$ cat src/design/cpi_map.svh
// Register map, field positions, reset values and timing for the charger control block
`ifndef CPI_MAP_SVH
`define CPI_MAP_SVH
`define CPI_ADDR_W       8
`define CPI_DATA_W       8
`define CPI_OFS_IRQ_FLAG 8'h00
`define CPI_OFS_IRQ_MASK 8'h01
`define CPI_OFS_POWER_PATH_CONTROL    8'h02
`define CPI_OFS_CHG_CTRL 8'h03
`define CPI_OFS_CHG_STAT 8'h04
`define CPI_IRQ_N        4
`define CPI_IRQ_BTN      0
`define CPI_IRQ_USB      1
`define CPI_IRQ_AC       2
`define CPI_IRQ_FAULT    3
`define CPI_MASK_RST     4'h0
`define CPI_POWER_PATH_CONTROL_RST    2'h0
`define CPI_PP_AC_SINK   0
`define CPI_PP_USB_SINK  1
`define CPI_CTRL_RST     4'h0
`define CPI_CTRL_EN      0
`define CPI_CTRL_TDIS    1
`define CPI_CTRL_ISEL_LO 2
`define CPI_CTRL_ISEL_HI 3
`define CPI_CLK_MHZ      40
`define CPI_T_REARM_US   32
`define CPI_T_DET_US     2
`define CPI_DET_CW       12
`define CPI_SYNC_W       13
`define CPI_CHK_SPAN     1000
`endif

$ cat src/design/cpi_pkg.sv
// Types shared by the charger control block
package cpi_pkg;
    typedef enum logic [3:0] {
        ST_IDLE,
        ST_SC_TEST,
        ST_PRECHG,
        ST_FAST,
        ST_CV,
        ST_DONE,
        ST_DET_REM,
        ST_INS_SRC,
        ST_INS_DET
    } cpi_state_t;
endpackage : cpi_pkg

$ cat src/design/cpi_top.sv
// Charger sequencing, power path selection and host interrupt control
//
// Overview of operation
// - Any event or fault sets its flag and, unless its mask bit is set, pulls host_irq_n low.
// - Reading the flag register clears flags and releases host_irq_n.
// - A persisting fault keeps its flag and re-asserts host_irq_n within 32 us.
// - Mask bits only gate host_irq_n; flags and protection keep running.
// - Sources: button press, button release, USB status change, AC status change.
// - Input present above battery plus 190 mV, absent below plus 125 mV.
// - Source priority is AC, then USB, then battery.
// - A disconnected input gets its discharge sink switched on.
// - Host sink enable bits force the AC and USB sinks on.
// - With AC and USB both absent the battery feeds the system.
// - Enabling charge first runs a short-circuit test before charging.
// - Phases run precharge, then fast charge, then constant voltage.
// - Precharge current is a fixed tenth of the selected fast current.
// - With termination enabled, termination current reached in constant voltage sets term_current_flag.
// - Termination is suppressed while the input-limit or thermal loop acts.
// - Safety timer runs at half rate while charge current is reduced.
// - With termination enabled the charger turns off at termination current.
// - With termination disabled charging stays in constant voltage, no detection.
// - Below recharge, pull detection current; above low voltage restarts charging.
// - After removal, repeat insertion test until battery found or disabled.
// - Battery removal also sets pack_temp_error.
// - Every push-button transition sets button_change_flag.
`timescale 1ns/1ps
`include "cpi_map.svh"

module cpi_top (
    input  wire logic                   i_clk_sys,
    input  wire logic                   i_reset,
    input  wire logic [`CPI_ADDR_W-1:0] i_addr,
    input  wire logic [`CPI_DATA_W-1:0] i_wdata,
    input  wire logic                   i_wr,
    input  wire logic                   i_rd,
    output logic      [`CPI_DATA_W-1:0] o_rdata,
    input  wire logic                   i_ac_above_hi,
    input  wire logic                   i_ac_above_lo,
    input  wire logic                   i_usb_above_hi,
    input  wire logic                   i_usb_above_lo,
    input  wire logic                   i_bat_above_sc,
    input  wire logic                   i_bat_above_lowv,
    input  wire logic                   i_bat_above_rch,
    input  wire logic                   i_bat_at_oreg,
    input  wire logic                   i_ichg_below_term,
    input  wire logic                   i_dpm_active,
    input  wire logic                   i_thermal_active,
    input  wire logic                   i_path_limit,
    input  wire logic                   i_button_level,
    input  wire logic                   i_timer_tick,
    output logic                        o_host_irq_n_out,
    output logic                        o_host_irq_n_oe,
    output logic                        o_sel_ac,
    output logic                        o_sel_usb,
    output logic                        o_sel_bat,
    output logic                        o_ac_sink_on,
    output logic                        o_usb_sink_on,
    output logic                        o_sc_test_src,
    output logic                        o_charge_on,
    output logic                        o_precharge_mode,
    output logic                        o_cv_mode,
    output logic      [1:0]             o_fast_charge_current_sel,
    output logic                        o_det_sink_on,
    output logic                        o_safety_tick
);
    localparam int DET_CYCLES = `CPI_T_DET_US * `CPI_CLK_MHZ;
    localparam int IRQ_MAX    = `CPI_T_REARM_US * `CPI_CLK_MHZ;
    // Checker window is capped; still inside the re-assert limit, so only stricter
    localparam int REARM_DLY  = (IRQ_MAX > `CPI_CHK_SPAN) ? `CPI_CHK_SPAN : IRQ_MAX;
    localparam logic [`CPI_DET_CW-1:0] DET_LAST = `CPI_DET_CW'(DET_CYCLES - 1);

    ////////////////////////////////////////////////////////////////////////////
    // Input synchronisers
    logic [`CPI_SYNC_W-1:0] sync1_reg;
    logic [`CPI_SYNC_W-1:0] sync2_reg;
    logic w_ac_hi, w_ac_lo, w_usb_hi, w_usb_lo, w_bat_sc, w_bat_lowv, w_bat_rch;
    logic w_bat_oreg, w_ichg_term, w_dpm, w_therm, w_plim, w_btn;

    // Stage one feeds stage two only; everything else reads stage two
    always_ff @(posedge i_clk_sys) begin
        if (i_reset) begin
            sync1_reg <= '0;
            sync2_reg <= '0;
        end else begin
            sync1_reg <= {i_ac_above_hi, i_ac_above_lo, i_usb_above_hi, i_usb_above_lo,
                          i_bat_above_sc, i_bat_above_lowv, i_bat_above_rch, i_bat_at_oreg,
                          i_ichg_below_term, i_dpm_active, i_thermal_active, i_path_limit,
                          i_button_level};
            sync2_reg <= sync1_reg;
        end
    end
    assign {w_ac_hi, w_ac_lo, w_usb_hi, w_usb_lo, w_bat_sc, w_bat_lowv, w_bat_rch,
            w_bat_oreg, w_ichg_term, w_dpm, w_therm, w_plim, w_btn} = sync2_reg;

    ////////////////////////////////////////////////////////////////////////////
    // Input presence with hysteresis and power path
    logic ac_pres_reg, ac_pres_next, usb_pres_reg, usb_pres_next, btn_reg;

    // Separate set and clear comparators give the 65 mV hysteresis band
    assign ac_pres_next  = w_ac_hi | (ac_pres_reg & w_ac_lo);
    assign usb_pres_next = w_usb_hi | (usb_pres_reg & w_usb_lo);

    always_ff @(posedge i_clk_sys) begin
        if (i_reset) begin
            ac_pres_reg  <= 1'b0;
            usb_pres_reg <= 1'b0;
            btn_reg      <= 1'b0;
        end else begin
            ac_pres_reg  <= ac_pres_next;
            usb_pres_reg <= usb_pres_next;
            btn_reg      <= w_btn;
        end
    end

    logic [1:0] power_path_control_reg;
    // Priority path selection
    assign o_sel_ac      = ac_pres_reg;
    assign o_sel_usb     = usb_pres_reg & ~ac_pres_reg;
    assign o_sel_bat     = ~ac_pres_reg & ~usb_pres_reg;
    // Discharge sinks, host bits can force them on
    assign o_ac_sink_on  = ~ac_pres_reg | power_path_control_reg[`CPI_PP_AC_SINK];
    assign o_usb_sink_on = ~usb_pres_reg | power_path_control_reg[`CPI_PP_USB_SINK];

    ////////////////////////////////////////////////////////////////////////////
    // Register decode
    logic [3:0] ctrl_reg;
    logic [`CPI_IRQ_N-1:0] mask_reg;
    logic w_sel_flag, w_sel_mask, w_sel_pp, w_sel_ctrl, w_sel_stat, w_flag_rd;
    logic w_chg_en, w_term_dis;

    assign w_sel_flag = (i_addr == `CPI_OFS_IRQ_FLAG);
    assign w_sel_mask = (i_addr == `CPI_OFS_IRQ_MASK);
    assign w_sel_pp   = (i_addr == `CPI_OFS_POWER_PATH_CONTROL);
    assign w_sel_ctrl = (i_addr == `CPI_OFS_CHG_CTRL);
    assign w_sel_stat = (i_addr == `CPI_OFS_CHG_STAT);
    assign w_flag_rd  = i_rd & w_sel_flag;
    assign w_chg_en   = ctrl_reg[`CPI_CTRL_EN];
    assign w_term_dis = ctrl_reg[`CPI_CTRL_TDIS];

    // Writable registers
    always_ff @(posedge i_clk_sys) begin
        if (i_reset) begin
            mask_reg  <= `CPI_MASK_RST;
            power_path_control_reg <= `CPI_POWER_PATH_CONTROL_RST;
            ctrl_reg  <= `CPI_CTRL_RST;
        end else if (i_wr) begin
            if (w_sel_mask) mask_reg <= i_wdata[`CPI_IRQ_N-1:0];
            if (w_sel_pp) power_path_control_reg <= i_wdata[1:0];
            if (w_sel_ctrl) ctrl_reg <= i_wdata[3:0];
        end
    end

    ////////////////////////////////////////////////////////////////////////////
    // Charger state machine
    cpi_pkg::cpi_state_t state_reg, state_next;
    logic [`CPI_DET_CW-1:0] det_cnt_reg;
    logic w_det_done, w_term_ok, w_restart, w_found;
    logic term_flag_reg, temp_err_reg, half_reg;

    assign w_det_done = (det_cnt_reg == DET_LAST);
    // Loops active means the low current is not real, so hold off termination
    assign w_term_ok  = ~w_term_dis & w_ichg_term & ~w_dpm & ~w_therm;

    // Next-state selection
    always_comb begin
        state_next = state_reg;
        case (state_reg)
            cpi_pkg::ST_IDLE:    if (w_chg_en) state_next = cpi_pkg::ST_SC_TEST;
            cpi_pkg::ST_SC_TEST: if (w_bat_sc) state_next = cpi_pkg::ST_PRECHG;
            cpi_pkg::ST_PRECHG:  if (w_bat_lowv) state_next = cpi_pkg::ST_FAST;
            cpi_pkg::ST_FAST:    if (w_bat_oreg) state_next = cpi_pkg::ST_CV;
            cpi_pkg::ST_CV:      if (w_term_ok) state_next = cpi_pkg::ST_DONE;
            cpi_pkg::ST_DONE:    if (~w_bat_rch) state_next = cpi_pkg::ST_DET_REM;
            cpi_pkg::ST_DET_REM: begin
                if (w_det_done) begin
                    state_next = w_bat_lowv ? cpi_pkg::ST_PRECHG : cpi_pkg::ST_INS_SRC;
                end
            end
            cpi_pkg::ST_INS_SRC: begin
                if (w_det_done) begin
                    state_next = w_bat_rch ? cpi_pkg::ST_INS_DET : cpi_pkg::ST_PRECHG;
                end
            end
            cpi_pkg::ST_INS_DET: begin
                if (w_det_done) begin
                    state_next = w_bat_lowv ? cpi_pkg::ST_PRECHG : cpi_pkg::ST_INS_SRC;
                end
            end
            default:             state_next = cpi_pkg::ST_IDLE;
        endcase
        if (~w_chg_en) state_next = cpi_pkg::ST_IDLE;
    end

    assign w_restart = (state_next == cpi_pkg::ST_PRECHG) & (state_reg != cpi_pkg::ST_PRECHG);
    assign w_found   = w_restart & ((state_reg == cpi_pkg::ST_INS_SRC) |
                                    (state_reg == cpi_pkg::ST_INS_DET));

    // State, detection timer and charger status flags
    always_ff @(posedge i_clk_sys) begin
        if (i_reset) begin
            state_reg     <= cpi_pkg::ST_IDLE;
            det_cnt_reg   <= '0;
            term_flag_reg <= 1'b0;
            temp_err_reg  <= 1'b0;
        end else begin
            state_reg   <= state_next;
            det_cnt_reg <= (state_next != state_reg) ? '0 : det_cnt_reg + 1'b1;
            if (state_reg == cpi_pkg::ST_CV && w_term_ok) begin
                term_flag_reg <= 1'b1;
            end else if (w_restart) begin
                term_flag_reg <= 1'b0;
            end
            if (state_reg == cpi_pkg::ST_DET_REM && w_det_done && ~w_bat_lowv) begin
                temp_err_reg <= 1'b1;
            end else if (w_found || ~w_chg_en) begin
                temp_err_reg <= 1'b0;
            end
        end
    end

    // Analog controls decoded from the phase
    assign o_sc_test_src    = (state_reg == cpi_pkg::ST_SC_TEST);
    assign o_precharge_mode = (state_reg == cpi_pkg::ST_PRECHG) |
                              (state_reg == cpi_pkg::ST_INS_SRC);
    assign o_cv_mode        = (state_reg == cpi_pkg::ST_CV);
    assign o_charge_on      = o_precharge_mode | (state_reg == cpi_pkg::ST_FAST) | o_cv_mode;
    assign o_det_sink_on    = (state_reg == cpi_pkg::ST_DET_REM) |
                              (state_reg == cpi_pkg::ST_INS_DET);
    // Precharge ratio is fixed in the analog stage; only the fast code is exported
    assign o_fast_charge_current_sel = ctrl_reg[`CPI_CTRL_ISEL_HI:`CPI_CTRL_ISEL_LO];

    ////////////////////////////////////////////////////////////////////////////
    // Safety timer rate
    logic w_timed, w_reduced;
    assign w_timed   = (state_reg == cpi_pkg::ST_PRECHG) | (state_reg == cpi_pkg::ST_FAST);
    assign w_reduced = w_plim | w_dpm | w_therm;

    // Every other tick is swallowed while current is reduced
    always_ff @(posedge i_clk_sys) begin
        if (i_reset) begin
            half_reg <= 1'b0;
        end else if (i_timer_tick && w_timed && w_reduced) begin
            half_reg <= ~half_reg;
        end
    end
    assign o_safety_tick = i_timer_tick & w_timed & (~w_reduced | half_reg);

    ////////////////////////////////////////////////////////////////////////////
    // Interrupt flags and open-drain line
    logic [`CPI_IRQ_N-1:0] flag_reg, flag_next, w_irq_set;
    logic w_pending;

    // Fault term is a level, so it sets the flag again at the same edge as a read clears it
    assign w_irq_set = {temp_err_reg,
                        ac_pres_reg ^ ac_pres_next,
                        usb_pres_reg ^ usb_pres_next,
                        btn_reg ^ w_btn};
    assign flag_next = (w_flag_rd ? '0 : flag_reg) | w_irq_set;

    always_ff @(posedge i_clk_sys) begin
        if (i_reset) begin
            flag_reg <= '0;
        end else begin
            flag_reg <= flag_next;
        end
    end

    // Mask gates only the pin
    assign w_pending        = |(flag_reg & ~mask_reg);
    assign o_host_irq_n_out = 1'b0;
    assign o_host_irq_n_oe  = w_pending;

    ////////////////////////////////////////////////////////////////////////////
    // Read data, one cycle after the strobe
    logic [`CPI_DATA_W-1:0] rdata_reg, w_rmux;
    assign w_rmux = w_sel_flag ? `CPI_DATA_W'(flag_reg) :
                    w_sel_mask ? `CPI_DATA_W'(mask_reg) :
                    w_sel_pp   ? `CPI_DATA_W'(power_path_control_reg) :
                    w_sel_ctrl ? `CPI_DATA_W'(ctrl_reg) :
                    w_sel_stat ? `CPI_DATA_W'({usb_pres_reg, ac_pres_reg, temp_err_reg,
                                               term_flag_reg}) :
                    '0;

    always_ff @(posedge i_clk_sys) begin
        if (i_reset) begin
            rdata_reg <= '0;
        end else begin
            rdata_reg <= i_rd ? w_rmux : '0;
        end
    end
    assign o_rdata = rdata_reg;
endmodule : cpi_top

$ cat config.mk
export PLATFORM = sky130hd
export DESIGN_NAME = cpi_top
export DESIGN_NICKNAME = d
export VERILOG_FILES = /design/src/design/cpi_pkg.sv /design/src/design/cpi_top.sv
export VERILOG_INCLUDE_DIRS = /design/src /design/src/design
export SDC_FILE = /design/constraint.sdc
export NUM_CORES = 1
export LEC_CHECK = 0
export BUFFER_PORTS_ARGS = -buffer_cell sky130_fd_sc_hd__buf_2
export CAP_MARGIN = 20
export CORE_ASPECT_RATIO = 0.9
export CORE_UTILIZATION = 52
export CTS_BUF_LIST = sky130_fd_sc_hd__clkbuf_4 sky130_fd_sc_hd__clkbuf_8
export DETAILED_ROUTE_END_ITERATION = 16
export HOLD_SLACK_MARGIN = 0.03
export PLACE_DENSITY = 0.85
export SYNTH_ARGS = -nofsm -noshare
export SYNTH_HDL_FRONTEND = slang
export SYNTH_SLANG_ARGS = --single-unit
$ cat constraint.sdc
create_clock -name i_clk_sys -period 2.5 [get_ports i_clk_sys]
set_clock_uncertainty 0.15 [all_clocks]
set_input_delay 0.5 -clock i_clk_sys [delete_from_list [all_inputs] [get_ports i_clk_sys]]
set_output_delay 0.5 -clock i_clk_sys [all_outputs]
set_load 0.01 [all_outputs]
* After elaboration in Yosys (flattened, before gate mapping)
Cells that the tools add are included.
** Word-level totals
- Register bits after elaboration :: 70
- Latch bits :: 0
- Logic and storage cells :: 113
- Memories kept :: 0
- Memory bits (read-only) :: 0
- Output and inout port bits :: 23
- RAM bits :: 0
** Operators by class
- Equal/unequal tests :: 16
- Bitwise operators :: 41
- $lt $le $gt $ge :: 0
- Reductions and logical operators :: 18
- Multiply operators :: 0
- Div/mod/pow operators :: 0
- Shift operators :: 0
- $add $sub $neg :: 1
- Muxes and demuxes :: 21
** Operators by type and width (number)
- two-way mux 4 bit :: 15
- case mux 4 bit (8 select lines) :: 1
- equality test 4 x 3 -> 1 bit, second input constant :: 4
- equality test 8 x 2 -> 1 bit, second input constant :: 2
- OR 1 bit :: 13
- adder 12 x 1 -> 12 bit, second input constant :: 1
- AND 1 bit :: 12
- equality test 12 x 7 -> 1 bit, second input constant :: 1
- equality test 4 x 2 -> 1 bit, second input constant :: 3
- NOT 1 bit :: 10
- equality test 8 x 1 -> 1 bit, second input constant :: 1
- equality test 8 x 3 -> 1 bit, second input constant :: 1
- zero test 8 bit :: 1
- AND reduction 2 bit :: 3
- OR reduction 2 bit :: 3
- OR reduction 6 bit :: 1
- logical AND 1 bit :: 5
- AND 4 bit :: 1
- equality test 4 x 1 -> 1 bit, second input constant :: 1
- equality test 4 bit, second input constant :: 1
- zero test 4 bit :: 1
- two-way mux 1 bit :: 4
- != test 4 x 2 -> 1 bit, second input constant :: 1
- != test 4 bit :: 1
- 7 further kinds :: 10

* Depth between registers and ports, before layout
- Depth after elaboration :: 13
- Gate-level depth with buffers :: 9
- Gate-level depth less buffers :: 7

* Least setup slack after synthesis
No wires, ideal clock.
- Kind :: flip-flop to flip-flop
- From :: register det_cnt_reg[5]
- To :: register det_cnt_reg[4]
- Slack :: 122 ps
- Library setup time :: 89 ps
- Period minus slack after synthesis :: 2378 ps
- Stages on the path, launching flop included :: 8
- Arrival :: 2139 ps
- Path through :: dfxtp_1 > or4b_4 > nor3_2 > a21oi_1 > o22a_2 > a211o_1 > buf_6 > nor4_4
** Between the ends
- Cells in the longest elaborated chain, start to end :: 6
- Elaborated cells on any way between the ends :: 7
- Those cells by class :: eq/ne: 2; mux: 4; reduce/logical: 1
** RTL lines
- start, declared :: line cpi_top.sv:156 : logic [`CPI_DET_CW-1:0] det_cnt_reg;
- start signal, assigned :: line cpi_top.sv:207 : det_cnt_reg <= (state_next != state_reg) ? '0 : det_cnt_reg + 1'b1;
- equality test 12 x 7 -> 1 bit * :: line cpi_top.sv:160 : assign w_det_done = (det_cnt_reg == DET_LAST);
- two-way mux 4 bit, on equally long branches :: line cpi_top.sv:175, cpi_top.sv:185, cpi_top.sv:180
- case mux 4 bit (8 select lines) * :: line cpi_top.sv:167 : case (state_reg)
- two-way mux 4 bit * :: line cpi_top.sv:191 : if (~w_chg_en) state_next = cpi_pkg::ST_IDLE;
- != test 4 bit * :: line cpi_top.sv:207
- OR reduction 2 bit (no line) *
Mark *: on every way between the ends. The rest lies on a longest branch, timed or not.
A chain may end at the register's enable or synchronous reset.

* Final worst setup path
Ends and elaborated chain as after synthesis.

==> impl_metrics.ini <==
[setup_path]
critical_path_class = reg2reg
critPathArrivalTime_ps = 2530
r2r_slack_ps = 90
reg2reg_depth = 7
cp-endpoint = det_cnt_reg[4]
critPathMaxStageDelay_ps = 580
r2r_end = det_cnt_reg[4]
end_kind = register
timing.critical_path.cells = or4b_4 -> nor3_4 -> a21oi_2 -> o22a_2 -> a211o_1 -> buf_12 -> nor4_4
crit_path_start_kind = register
cp_slowest_cell = or4b_4
crit_fanout = 12
crit-reg2reg-launch = det_cnt_reg[5]
worst_setup_path_startpoint = det_cnt_reg[5]
critPathRequiredTime_ps = 2610

[route]
via_per_inst = 5.525
wl_per_cell_um = 13.70
totalWireLength_mm = 6.396
vias = 2580
wl_met2_mm = 3.072
highest_layer = met4
drtPass1Iterations = 6
initialDrtViolationCount = 128
wl_met3_um = 396
drt-met1-wl_mm = 2.811
drc_errors = 0
antenna_left = 0

[clock_network]
cts_root_buffer = clkbuf_8
hold_buffers = 0
post_cts_buffers = 0
cts_num_sinks = 66
clockBufferDepth = 2
clk_latency_ps = 350
cts_buffers = 9
cts_tree = yes
clk_pin_slew_worst_paths_ps = 80
cts-htree-levels = 3

[synth]
synth_edf_count = 0
synth_common_cells = dfxtp_1, nor2_1, nor2b_1, a21oi_1, nand2_1
yosys_warnings = 0
synthArstFlopShare = 0
ys_ff_latch = 66
synth.area.top_cells = dfxtp_1, nor2b_1, nor2_1, mux2i_1, nor4_2
synth-main-ff-cell = dfxtp_1
synth_top_area_frac = 0.4308
synth_seq_area_share = 0.4308
yosys.area.top_type = dfxtp_1
synth_most_common_cell = dfxtp_1
synthesis.area_mm2 = 0.003067
syn_inst = 338
synth.distinct_cells = 51
synth.avg_cell_area_um2 = 9.073

[sta]
worst_hold_slack_ps = 205.3
hold_violations = 0
finalCritPeriodShare = 0.9654
setup_viol = 0
slew_headroom = 0.6192
drv_slew = 0
rsz0062_at_grt = false
layout_setup_ws_ps = 86.42
tightest_slew_ps = 556.8
finalWorstPathRequiredPeriod_ps = 2414
timing.fmax_mhz = 414.3

[grt]
grtUsageTotal = 0.2137
antenna_found_initial = 0
grt_pass1_vias = 2395
grt_max_degree = 52
grt_first_pass_wirelength_mm = 10.47
overflow = 0

[layout]
n_antenna_cell = 0
fin_nets = 427
syn_to_final_growth_pct = 20.36
drive_gt1_frac = 0.2720
fillCellCount = 455

[power]
power_mw = 2.212
p_leak_nw = 1.498
ir_drop_uv = 578.0
powerDensity_mw_per_mm2 = 599.2

[floorplan]
die_h_um = 74.86
fp.dieW_um = 82.95
rows = 26
pin_count = 57
core_area_mm2 = 0.005693
start_util = 0.5387
die-area_mm2 = 0.006209

[placement]
dp_hpwl_mm = 4.509
gp_congestion = 0.9179
post-place-ws_ps = -43.55
port_buffers = 47

[run]
drv_cap = 0

[run_status]
outcome = complete, no violations

[worst_hold_path]
hold_path_class = in2reg
repair_timing:
item                       CTS  global route
gates resized for setup      1             8
pin swaps                    0             3
setup endpoints to repair    1            12
how the worst min path moves through the flow:
stage | depth (start not counted) | to | slack [ps] | start
finish | 2 | sync1_reg[1] | 210 | i_path_limit
global route | 2 | sync1_reg[1] | 190 | i_path_limit
CTS | 2 | sync1_reg[1] | 190 | i_path_limit
detailed placement | 1 | sync2_reg[3] | 270 | sync1_reg[3]
global placement | 1 | sync2_reg[4] | 270 | sync1_reg[4]
floorplan | 1 | sync2_reg[0] | 260 | sync1_reg[0]
cell families (layout without fill, tap and decap cells):
family / Yosys count / after routing / share of synthesized area
and+or+nand+nor: 162 / 162 / 0.3276
DFF: 66 / 66 / 0.4308
AOI/OAI and AO/OA: 44 / 44 / 0.09017
buffers and inverters: 37 / 92 / 0.06283
muxes: 14 / 14 / 0.04610
xor gates and xnor gates: 13 / 13 / 0.03713
adders and majority gates: 1 / 1 / 0.004079
other: 1 / 5 / 0.001223
placed cells by master (no fill, tap or decap), types with 3 or more instances in the layout:
cell type	Yosys	layout
nor3b_1	4	4
nand4_1	3	3
a31oi_1	5	5
and3_1	4	4
xor2_1	7	7
nand3b_1	6	6
inv_1	9	9
nor4_2	9	8
a21oi_1	19	18
nand3_1	7	6
conb_1	1	5
nand2_1	15	15
nor4b_2	0	3
clkbuf_8	0	9
nor2b_1	32	32
nor3_1	11	11
buf_4	9	19
nand2b_1	11	11
dfxtp_1	66	66
nor2_1	36	36
buf_2	3	47
o21ai_0	5	5
nor4_4	1	3
nor4_1	4	3
mux2i_1	13	13
nor4b_1	9	6
xnor2_1	6	6
critical path: cells and delay by family (launching register included):
family	cells	cell delay (ps)
AND/OR/NAND/NOR	3	1050
AO/OA/AOI/OAI	3	650
flip-flops	1	310
buffers and inverters	1	170
through the flow:
| stage | area (um2) | setup TNS [ps] | std cells | util |
|---|---|---|---|---|
| after floorplan | 3082 | 0 | 342 | - |
| after global placement | 3408 | 0 | 451 | 0.5987 |
| after detailed placement | 3408 | -43.55 | 451 | 0.5987 |
| after CTS | 3640 | 0 | 467 | 0.6393 |
| after global routing | 3691 | 0 | 467 | 0.6484 |
| final | 3691 | 0 | 467 | 0.6484 |
metal layers:
metal | track usage | up-vias
met5 | 0 | -
met4 | 0.08621 | 0
met3 | 0.07675 | 11
met2 | 0.3798 | 93
met1 | 0.2392 | 1203
li1 | - | 1273
area by class of cell:
| class | instances | area [um2] | share of cell area |
|---|---|---|---|
| Clock buffer | 9 | 123.9 | 0.03356 |
| Multi-Input combinational cell | 239 | 1625 | 0.4403 |
| Timing Repair Buffer | 67 | 397.9 | 0.1078 |
| Sequential cell | 66 | 1321 | 0.3580 |
| Clock inverter | 7 | 101.3 | 0.02746 |
| Tap cell | 70 | 87.58 | 0.02373 |
| Inverter | 9 | 33.78 | 0.009153 |
power breakdown:
part | leakage (nW) | switching [mW] | internal [mW]
clock network | 0.106 | 0.428 | 0.567
registers | 0.539 | 0.0154 | 1.08
logic | 0.853 | 0.0638 | 0.0575
No activity file was read; power rests on OpenSTA's default activity.
